===== config.mk =====
export PLATFORM = sky130hd
export DESIGN_NAME = nvc_host
export DESIGN_NICKNAME = d
export VERILOG_FILES = /design/src/inc/nvc_pkg.sv /design/src/inc/nvc_pin_if.sv /design/src/hdl/nvc_host.sv /design/src/hdl/nvc_sync.sv
export VERILOG_INCLUDE_DIRS = /design/src /design/src/inc
export SDC_FILE = /design/constraint.sdc
export NUM_CORES = 1
export LEC_CHECK = 0
export BUFFER_PORTS_ARGS = -buffer_cell sky130_fd_sc_hd__clkbuf_2
export CAP_MARGIN = 20
export CORE_MARGIN = 4
export CORE_UTILIZATION = 48
export CTS_CLUSTER_DIAMETER = 150
export DETAILED_ROUTE_END_ITERATION = 8
export PLACE_DENSITY = 0.87
export SETUP_SLACK_MARGIN = 0.05
export SLEW_MARGIN = 25
export SYNTH_ARGS = -nofsm -noshare
export SYNTH_HDL_FRONTEND = slang
export SYNTH_SLANG_ARGS = --single-unit

===== constraint.sdc =====
create_clock -name clk_i -period 2.4 [get_ports clk_i]
set_input_delay 0.48 -clock clk_i [delete_from_list [all_inputs] [get_ports clk_i]]
set_output_delay 0.48 -clock clk_i [all_outputs]
set_load 0.05 [all_outputs]

===== src/inc/nvc_defs.svh =====
`ifndef NVC_DEFS_SVH
`define NVC_DEFS_SVH
// Register offsets (byte addresses)
`define NVC_OFF_CTRL 8'h00
`define NVC_OFF_STAT 8'h04
`define NVC_OFF_RDAT 8'h08
// Control fields
`define NVC_CTRL_GO 8
`define NVC_CTRL_WP 9
`define NVC_CTRL_HSB 10
// Command codes
`define NVC_CMD_STORE1 8'h84
`define NVC_CMD_STORE2 8'ha5
`define NVC_CMD_PLS_OFF 8'ha3
`define NVC_CMD_PLS_ON 8'hac
`define NVC_CMD_RECALL 8'hfc
`define NVC_CMD_STATUS 8'h70
`define NVC_CMD_RESET 8'hff
`define NVC_CMD_WRITE 8'h80
// Status fields
`define NVC_SR_READY 6
`define NVC_SR_WPOK 7
// Timing
`define NVC_CLK_MHZ 20
`define NVC_STROBE_NS 100
`define NVC_STROBE_CYC ((`NVC_STROBE_NS * `NVC_CLK_MHZ + 999) / 1000)
`define NVC_WW_NS 1000
`define NVC_WW_CYC ((`NVC_WW_NS * `NVC_CLK_MHZ + 999) / 1000)
`endif


===== src/inc/nvc_pkg.sv =====
package nvc_pkg;
   typedef enum logic [5:0] {
      NVC_IDLE = 6'b000001,
      NVC_SETUP = 6'b000010,
      NVC_LOW = 6'b000100,
      NVC_HIGH = 6'b001000,
      NVC_WAITRB = 6'b010000,
      NVC_SETTLE = 6'b100000
   } nvc_state_t;
endpackage : nvc_pkg


===== src/inc/nvc_pin_if.sv =====
`timescale 1ns/1ps
`default_nettype none
interface nvc_pin_if;
   logic rb_raw;
   logic rb_sync;
   modport sync (input rb_raw, output rb_sync);
   modport user (output rb_raw, input rb_sync);
endinterface : nvc_pin_if
`default_nettype wire


===== src/hdl/nvc_host.sv =====
// What this block does
// - Store sends 84h then A5h
// - Setting volatile; software store to keep
// - Enable/disable issued only when ready
// - Protect pin steady; idle settle after change
// - Request pin held high normally
//
// Decided for this implementation: the placing of the registers and register access over Wishbone.
`timescale 1ns/1ps
`default_nettype none
`include "nvc_defs.svh"
module nvc_host
   import nvc_pkg::*;
(
   input wire logic clk_i,
   input wire logic resetn_i,
   input wire logic wb_cyc_i,
   input wire logic wb_stb_i,
   input wire logic wb_we_i,
   input wire logic [7:0] wb_adr_i,
   input wire logic [31:0] wb_dat_i,
   input wire logic [3:0] wb_sel_i,
   output logic [31:0] wb_dat_o,
   output logic wb_ack_o,
   output logic [7:0] dq_o,
   output logic dq_oe_n_o,
   input wire logic [7:0] dq_i,
   output logic cle_o,
   output logic ale_o,
   output logic ce_n_o,
   output logic we_n_o,
   output logic re_n_o,
   output logic wp_n_o,
   output logic hsb_o,
   output logic hsb_oe_n_o,
   input wire logic hsb_i,
   input wire logic rb_i
);
   localparam logic [7:0] STROBE_CYC = 8'(`NVC_STROBE_CYC);
   localparam logic [7:0] WW_CYC = 8'(`NVC_WW_CYC);
   // ------------------------------------------------------------
   // Pin synchroniser
   // ------------------------------------------------------------
   nvc_pin_if pin ();
   assign pin.rb_raw = rb_i;
   nvc_sync u_sync (
      .clk_i(clk_i),
      .resetn_i(resetn_i),
      .pin(pin)
   );
   logic rb;
   assign rb = pin.rb_sync;
   // ------------------------------------------------------------
   // Registers and sequencer
   // ------------------------------------------------------------
   nvc_state_t state, next_state;
   logic [7:0] cmd, next_cmd;
   logic rd, next_rd;
   logic wp, next_wp;
   logic hw_save_request_pin, next_hsb;
   logic [7:0] cnt, next_cnt;
   logic [7:0] rdat, next_rdat;
   logic ack, next_ack;
   logic cle, next_cle;
   logic we_n, next_we_n;
   logic re_n, next_re_n;
   logic two, next_two;
   logic err, next_err;
   logic dirty, next_dirty;
   logic hsb_meta, next_hsb_meta;
   logic hsb_sync, next_hsb_sync;
   logic hit_ctrl, hit_stat, wr_go;
   function automatic logic is_pair(input logic [7:0] c);
      return c == `NVC_CMD_STORE1;
   endfunction : is_pair
   function automatic logic needs_ready(input logic [7:0] c);
      return !(c == `NVC_CMD_RESET || c == `NVC_CMD_STATUS);
   endfunction : needs_ready
   assign hit_ctrl = wb_adr_i == `NVC_OFF_CTRL;
   assign hit_stat = wb_adr_i == `NVC_OFF_STAT;
   assign wr_go = wb_cyc_i && wb_stb_i && wb_we_i && !ack && hit_ctrl && wb_sel_i[1]
      && wb_dat_i[`NVC_CTRL_GO];
   always_comb begin
      next_state = state;
      next_cmd = cmd;
      next_rd = rd;
      next_wp = wp;
      next_hsb = hw_save_request_pin;
      next_cnt = cnt;
      next_rdat = rdat;
      next_cle = cle;
      next_we_n = we_n;
      next_re_n = re_n;
      next_two = two;
      next_err = err;
      next_dirty = dirty;
      next_hsb_meta = hsb_i;
      next_hsb_sync = hsb_meta;
      next_ack = wb_cyc_i && wb_stb_i && !ack;
      if (wr_go && state == NVC_IDLE) begin
         next_err = 1'b0;
         if (needs_ready(wb_dat_i[7:0]) && !rb) begin
            next_err = 1'b1;
         end else if (wb_dat_i[`NVC_CTRL_WP] != wp) begin
            next_wp = wb_dat_i[`NVC_CTRL_WP];
            next_cnt = WW_CYC;
            next_state = NVC_SETTLE;
         end else begin
            next_cmd = wb_dat_i[7:0];
            next_rd = wb_dat_i[7:0] == `NVC_CMD_STATUS;
            next_two = is_pair(wb_dat_i[7:0]);
            next_state = NVC_SETUP;
            next_dirty = (dirty && !is_pair(wb_dat_i[7:0])) || wb_dat_i[7:0] == `NVC_CMD_PLS_OFF
               || wb_dat_i[7:0] == `NVC_CMD_PLS_ON;
         end
      end else if (wr_go && hit_ctrl) begin
         next_err = 1'b1;
      end
      if (wb_cyc_i && wb_stb_i && wb_we_i && !ack && hit_ctrl && wb_sel_i[1]
         && state == NVC_IDLE) begin
         next_hsb = wb_dat_i[`NVC_CTRL_HSB];
      end
      case (state)
         NVC_IDLE: begin
         end
         NVC_SETUP: begin
            next_cle = 1'b1;
            next_we_n = 1'b0;
            next_cnt = STROBE_CYC;
            next_state = NVC_LOW;
         end
         NVC_LOW: begin
            if (cnt > 8'h01) begin
               next_cnt = cnt - 8'h01;
            end else begin
               next_we_n = 1'b1;
               next_cnt = STROBE_CYC;
               next_state = NVC_HIGH;
            end
         end
         NVC_HIGH: begin
            if (cnt > 8'h01) begin
               next_cnt = cnt - 8'h01;
            end else if (two) begin
               next_two = 1'b0;
               next_cmd = `NVC_CMD_STORE2;
               next_state = NVC_SETUP;
            end else if (rd) begin
               next_cle = 1'b0;
               next_re_n = 1'b0;
               next_rd = 1'b0;
               next_cnt = STROBE_CYC;
               next_state = NVC_LOW;
            end else begin
               next_cle = 1'b0;
               if (!re_n) begin
                  next_rdat = dq_i;
               end
               next_re_n = 1'b1;
               next_cnt = 8'h04;
               next_state = NVC_WAITRB;
            end
         end
         NVC_WAITRB: begin
            if (cnt != 8'h00) begin
               next_cnt = cnt - 8'h01;
            end else if (rb) begin
               next_state = NVC_IDLE;
            end
         end
         NVC_SETTLE: begin
            if (cnt > 8'h01) begin
               next_cnt = cnt - 8'h01;
            end else begin
               next_state = NVC_IDLE;
            end
         end
         default: begin
            next_state = NVC_IDLE;
         end
      endcase
      if (state == NVC_LOW && rd == 1'b0 && !re_n && cnt == 8'h01) begin
         next_re_n = 1'b0;
      end
   end
   always_ff @(posedge clk_i) begin
      if (!resetn_i) begin
         state <= NVC_IDLE;
         cmd <= 8'h00;
         rd <= 1'b0;
         wp <= 1'b1;
         hw_save_request_pin <= 1'b1;
         cnt <= 8'h00;
         rdat <= 8'h00;
         ack <= 1'b0;
         cle <= 1'b0;
         we_n <= 1'b1;
         re_n <= 1'b1;
         two <= 1'b0;
         err <= 1'b0;
         dirty <= 1'b0;
         hsb_meta <= 1'b1;
         hsb_sync <= 1'b1;
      end else begin
         state <= next_state;
         cmd <= next_cmd;
         rd <= next_rd;
         wp <= next_wp;
         hw_save_request_pin <= next_hsb;
         cnt <= next_cnt;
         rdat <= next_rdat;
         ack <= next_ack;
         cle <= next_cle;
         we_n <= next_we_n;
         re_n <= next_re_n;
         two <= next_two;
         err <= next_err;
         dirty <= next_dirty;
         hsb_meta <= next_hsb_meta;
         hsb_sync <= next_hsb_sync;
      end
   end
   // ------------------------------------------------------------
   // Outputs
   // ------------------------------------------------------------
   assign wb_ack_o = ack;
   always_comb begin
      wb_dat_o = 32'h0000_0000;
      if (hit_stat) begin
         wb_dat_o = {27'h0000000, dirty, err, hsb_sync, rb, state == NVC_IDLE};
      end else if (wb_adr_i == `NVC_OFF_RDAT) begin
         wb_dat_o = {24'h000000, rdat};
      end else if (hit_ctrl) begin
         wb_dat_o = {21'h000000, hw_save_request_pin, wp, 1'b0, cmd};
      end
   end
   assign dq_o = cmd;
   assign dq_oe_n_o = !(state == NVC_SETUP || (state == NVC_LOW && re_n)
      || (state == NVC_HIGH && re_n && cle));
   assign cle_o = cle;
   assign ale_o = 1'b0;
   assign ce_n_o = state == NVC_IDLE || state == NVC_SETTLE;
   assign we_n_o = we_n;
   assign re_n_o = re_n;
   assign wp_n_o = wp;
   assign hsb_o = 1'b0;
   assign hsb_oe_n_o = hw_save_request_pin;
endmodule : nvc_host
`default_nettype wire


===== src/hdl/nvc_sync.sv =====
`timescale 1ns/1ps
`default_nettype none
module nvc_sync
   import nvc_pkg::*;
(
   input wire logic clk_i,
   input wire logic resetn_i,
   nvc_pin_if.sync pin
);
   logic meta;
   logic next_meta;
   logic stable;
   logic next_stable;
   always_comb begin
      next_meta = pin.rb_raw;
      next_stable = meta;
   end
   always_ff @(posedge clk_i) begin
      if (!resetn_i) begin
         meta <= 1'b0; // Busy until pin is seen
         stable <= 1'b0;
      end else begin
         meta <= next_meta;
         stable <= next_stable;
      end
   end
   assign pin.rb_sync = stable;
endmodule : nvc_sync
`default_nettype wire


Word level (Yosys, flattened, before mapping)

Index checks and enable logic that the tools add are counted.

Add/sub/neg operators: 1
Multipliers: 0
Divide/modulo/power cells: 0
Order comparisons: 1
Equality and inequality tests: 20
Shifts and indexed selects: 0
Mux-type cells: 56
Bitwise logic cells: 6
Reductions and logical operators: 42

Operator list:

| kind                                                                             | count |
|---|---|
| 8-bit 2-to-1 mux                                                                 | 14 |
| 6-bit 2-to-1 mux                                                                 | 8 |
| 8-bit one-hot mux with 5 select lines                                            | 1 |
| 6-bit one-hot mux with 6 select lines                                            | 1 |
| 11-bit 2-to-1 mux                                                                | 3 |
| 8-bit equality test (second input constant)                                      | 4 |
| 1-bit 2-to-1 mux                                                                 | 24 |
| 1-bit logical AND                                                                | 18 |
| 3-bit AND reduction                                                              | 4 |
| 5-bit 2-to-1 mux                                                                 | 2 |
| 8-bit by 1-bit equality test with 1-bit output (second input constant)           | 1 |
| 8-bit by 3-bit equality test with 1-bit output (second input constant)           | 1 |
| 8-bit by 4-bit equality test with 1-bit output (second input constant)           | 1 |
| 8-bit by 7-bit equality test with 1-bit output (second input constant)           | 1 |
| 8-bit by 1-bit greater-than comparator with 1-bit output (second input constant) | 1 |
| 8-bit logical NOT                                                                | 1 |
| 2-bit nonzero test                                                               | 4 |
| 8-bit nonzero test                                                               | 1 |
| 8-bit by 1-bit subtractor with 8-bit output (second input constant)              | 1 |
| 6-bit by 1-bit equality test with 1-bit output (second input constant)           | 1 |
| 6-bit by 2-bit equality test with 1-bit output (second input constant)           | 1 |
| 6-bit by 3-bit equality test with 1-bit output (second input constant)           | 1 |
| 6-bit by 4-bit equality test with 1-bit output (second input constant)           | 1 |
| 6-bit by 5-bit equality test with 1-bit output (second input constant)           | 1 |
| 11 further kinds                                                                 | 30 |

Register bits: 44
Latch bits: 0
Memory bits (writable): 0
Memory bits (read-only): 0
Output and inout port bits: 50
Memories kept: 0

Depth between registers and ports, before layout

Word-level depth: 12
Gate-level depth with buffers: 7

By module

Synthesis repeated with hierarchy kept, for this count alone.

Cells, all modules: 329
Area, all modules: 2607.5 sq um

Modules (own cells, without submodules):

| module   | instances | cells each | area an instance (sq um) | sequential area each (sq um) |
|---|---|---|---|---|
| nvc_host | 1         | 325        | 2555.0                   | 840.8 |
| nvc_sync | 1         | 4          | 52.6                     | 40.0 |

Worst setup path before layout

No wires, ideal clock.

Path kind: input to output
Start point: input wb_adr_i[7]
End point: output wb_dat_o[5]
Arrival time: 2.613 ns
Required time: 1.920 ns
Path slack: -0.693 ns
Stages: 4
Buffers on the path: 1
Path through: or4_1 or3_1 clkbuf_1 nor3_1

Cells in the longest elaborated chain, start to end: 4
Elaborated cells on any way between the ends: 6

RTL lines:

| what                        | line            | RTL |
|---|---|---|
| start, declared             | nvc_host.sv:20  | `input wire logic [7:0] wb_adr_i,` |
| 8-bit logical NOT (no line) | --              |  |
| 11-bit 2-to-1 mux           | nvc_host.sv:233 | `end else if (hit_ctrl) begin` |
| 11-bit 2-to-1 mux           | nvc_host.sv:231 | `` end else if (wb_adr_i == `NVC_OFF_RDAT) begin `` |
| 11-bit 2-to-1 mux (*)       | nvc_host.sv:229 | `if (hit_stat) begin` |
| end, declared               | nvc_host.sv:23  | `output logic [31:0] wb_dat_o,` |

Every way passes the cells marked *; elsewhere a longest branch is shown, timed or not.

Worst setup path in the final report

Start point: input wb_adr_i[7]
End point: output wb_dat_o[6]

Same word-level chain as after synthesis.

==> impl_summary.log <==
INFO  metric grt_antenna_before_repair = 0
INFO  metric cts_root_buf = sky130_fd_sc_hd__clkbuf_8
INFO  metric power_per_cell_area = 409 mW/mm²
INFO  metric tightest_slew = 667 ps
INFO  metric timing.critical_path.cells = clkbuf_2 > or4_4 > or3_4 > buf_12 > nor3_4 > buf_8
INFO  metric cp_max_fo = 8
INFO  metric violations = setup timing
INFO  metric first_pass_iters = 4
INFO  metric postSynthRegisterBits = 44
INFO  metric dieHeight = 82.4 µm
INFO  metric yosys-top-cells-area = sky130_fd_sc_hd__dfxtp_1 (33%), sky130_fd_sc_hd__mux2i_1 (11%), sky130_fd_sc_hd__buf_4 (6.8%)
INFO  metric synth_largest_area_cell = sky130_fd_sc_hd__dfxtp_1
INFO  metric cts_tree = built
INFO  metric rsz0062_at_grt = yes
INFO  metric maxcap_violations = 0
INFO  metric detailroute.via_count = 2,660
INFO  metric post-route-cell-area = 0.00341 mm²
INFO  metric status = complete, but fails checks
INFO  metric setup_slack_at_placement = -133 ps
INFO  metric wire_per_inst = 15.9 µm
INFO  metric end_kind = output pin
INFO  metric final-setup-viol-count = 4
INFO  metric row_count = 26
INFO  metric yosys.cell_types.count = 62
INFO  metric area.growth.synth_to_final = 28.5%
INFO  metric grt_remaining_overflow = 0
INFO  metric synth.top_cell.area_share = 33.2%
INFO  metric cts_max_path_buffers = 2
INFO  metric min_period_over_period = 103%
INFO  metric hpwlAfterDp = 5600 µm
INFO  metric synth_common_cells = sky130_fd_sc_hd__dfxtp_1 (44), sky130_fd_sc_hd__nor2_1 (43), sky130_fd_sc_hd__mux2i_1 (28)
INFO  metric hold_class = input port to flip-flop
INFO  metric nNetsFinal = 457
INFO  metric synthesized_cell_area = 0.00266 mm²
INFO  metric ir_worst_vdd = 0.324 mV
INFO  metric n_antenna_cell = 0
INFO  metric clock-skew-final = 14.1 ps
INFO  metric core_area = 0.00524 mm²
INFO  metric grt_first_pass_wirelength = 11,800 µm
INFO  metric drt_wl_total = 7440 µm
INFO  metric synth_enable_flop_cells = 0
INFO  metric place.detailed.instances = 457
INFO  metric p_leak = 1.47 nW
INFO  metric cp.required = 1920 ps
INFO  metric first_global_vias = 2,521
INFO  metric floorplan.initialDensity = 50.7%
INFO  metric placedInstanceArea = 0.00320 mm²
INFO  metric die_outline_area = 0.00679 mm²
INFO  metric cts_hold_buffers = 0
INFO  metric cpMaxStageDelayCell = sky130_fd_sc_hd__or4_4
INFO  metric timing.critical_path.from_type = input port
INFO  metric timing.slew.headroom = 55.2%
INFO  metric dieWidth = 82.4 µm
INFO  metric start_to_end_type_of_the_worst_setup_path = input port to output pin
INFO  metric worst_ep_arrival_time = 2000 ps
INFO  metric clk_pin_slew_worst_paths = 100 ps
INFO  metric top_level_ports = 109
INFO  metric yosysMostFrequentCell = sky130_fd_sc_hd__dfxtp_1
INFO  metric syn_area_per_cell = 8.40 µm²
INFO  metric synthCells = 316
INFO  metric drt_first_iter_violations = 149
INFO  metric clock.fmax = 403 MHz
INFO  metric cpPeakStageDelay = 540 ps
INFO  metric clk-insertion-delay-late = 300 ps
INFO  metric numPortBuffers = 60
INFO  metric largest_net_degree_at_the_start_of_global_routing = 16
INFO  metric route.detailed.drc = 0
INFO  metric timing.final.hold_violations = 0
INFO  metric grt_use_total = 22.6%
INFO  metric place_congestion = 0.927
INFO  metric tritoncts.num_buffers = 5
INFO  metric ff2ff_setup_slack = 70 ps
INFO  metric maxSlewViolCount = 0
INFO  metric postSynth.topFlopCell = sky130_fd_sc_hd__dfxtp_1
INFO  metric final.hold.worst_slack = 349 ps
INFO  metric synthArstFlopShare = 0%
INFO  metric post_route_cells_drive_above_1_share = 30.0%
INFO  metric vias_per_cell = 5.70
INFO  metric h-tree-depth = 2
INFO  metric layout.cells.non_filler = 467
INFO  metric fin_ws = -80.2 ps
INFO  metric synth-seq-area-share = 33.2%
INFO  metric route.antenna.remaining_nets = 0
INFO  metric final_period_minus_worst_setup_slack = 2480 ps
INFO  metric synth.yosys.warnings = 0
INFO  metric tritoncts_num_sinks = 44
## critical path, delay by kind of cell
kind	cells	cell delay (ps)
AND/OR/NAND/NOR	3	1100
buffers and inverters	3	410
## layout by cell type, fill, tap and decap left out, types with 3 or more instances in the layout
cell type                  netlist  layout
sky130_fd_sc_hd__a21oi_1        23      23
sky130_fd_sc_hd__and2_1          5       4
sky130_fd_sc_hd__and3b_1         3       3
sky130_fd_sc_hd__buf_12          0       4
sky130_fd_sc_hd__buf_4          24      24
sky130_fd_sc_hd__buf_8           0       8
sky130_fd_sc_hd__clkbuf_2        0      48
sky130_fd_sc_hd__clkbuf_8        0       5
sky130_fd_sc_hd__conb_1          1      24
sky130_fd_sc_hd__dfxtp_1        44      43
sky130_fd_sc_hd__inv_1           8       8
sky130_fd_sc_hd__mux2i_1        28      28
sky130_fd_sc_hd__nand2_1        16      15
sky130_fd_sc_hd__nand2b_1        3       3
sky130_fd_sc_hd__nand3_1         7       7
sky130_fd_sc_hd__nand4_1         4       4
sky130_fd_sc_hd__nor2_1         43      37
sky130_fd_sc_hd__nor2_4          0       5
sky130_fd_sc_hd__nor3_1         17      14
sky130_fd_sc_hd__nor3_4          0       3
sky130_fd_sc_hd__nor4_1          3       3
sky130_fd_sc_hd__o211ai_1        7       7
sky130_fd_sc_hd__o21ai_0        10       9
sky130_fd_sc_hd__o21ai_1         2       3
sky130_fd_sc_hd__or4_1           4       3
sky130_fd_sc_hd__xor2_1          3       3
## through the flow
step | power (mW) | utilization (%) | TNS [ps]
after floorplan | 0.911 | - | -67.5
after global placement | 0.931 | 61.1 | -727
final | 1.40 | 65.1 | -191
after detailed placement | 0.935 | 61.1 | -1460
after CTS | 1.40 | 64.8 | -53.2
after global routing | 1.46 | 65.1 | -691
## final cells by class
cell class / instances / area (µm²)
Inverter: 9 / 33.8
Multi-Input combinational cell: 252 / 1690
Fill cell: 427 / 1830
Sequential cell: 44 / 882
Clock inverter: 3 / 23.8
Timing Repair Buffer: 84 / 621
Clock buffer: 5 / 68.8
Tap cell: 70 / 87.6
## routing by layer
layer / up-vias / share of wire [%] / global-route usage (%)
li1: 1266 / - / -
met2: 108 / 51 / 41.3
met1: 1276 / 40 / 27.6
met3: 10 / 7.6 / 3.58
met4: 0 / 1.3 / 5.15
met5: - / 0 / 0
## final timing paths
kind / from / endpoint / cells past startpoint
max: wb_adr_i[7] / wb_dat_o[6] / 6
min: hsb_i / hsb_meta / 2
max reg2reg: state[2] / cnt[3] / 7
min reg2reg: hsb_meta / hsb_sync / 1
## cell families (layout without fill, tap and decap cells)
family / Yosys count / after routing / share of synthesized area [%]
flip-flops: 44 / 44 / 33.2
XOR/XNOR: 5 / 5 / 1.65
buffers and inverters: 43 / 101 / 9.85
AND/OR/NAND/NOR: 124 / 124 / 25.8
AO/OA/AOI/OAI: 68 / 68 / 17.5
other: 1 / 24 / 0.141
multiplexers: 29 / 29 / 11.0
adder cells (fa/ha/maj): 2 / 2 / 0.942
## registers in the layout, summed over array words and instances (netlist names)
signal / flops
cnt: 8
dq_o: 8
rdat: 8
state: 6
cle_o: 1
dirty: 1
err: 1
hsb_meta: 1
hsb_oe_n_o: 1
hsb_sync: 1
rd: 1
re_n_o: 1
two: 1
u_sync.meta: 1
u_sync.pin.rb_sync: 1
wb_ack_o: 1
we_n_o: 1
wp_n_o: 1
## repair_timing
action	4_1_cts	5_1_grt
gates resized for setup	21	14
setup buffers	2	0
pin swaps	6	6
setup endpoints to repair	10	26
## where the power goes
part	internal [mW]	leakage, nW	switching (mW)
clock network	0.206	0.0404	0.269
registers	0.733	0.356	0.00253
logic	0.0443	1.07	0.142
No activity file was read; power rests on OpenSTA's default activity.
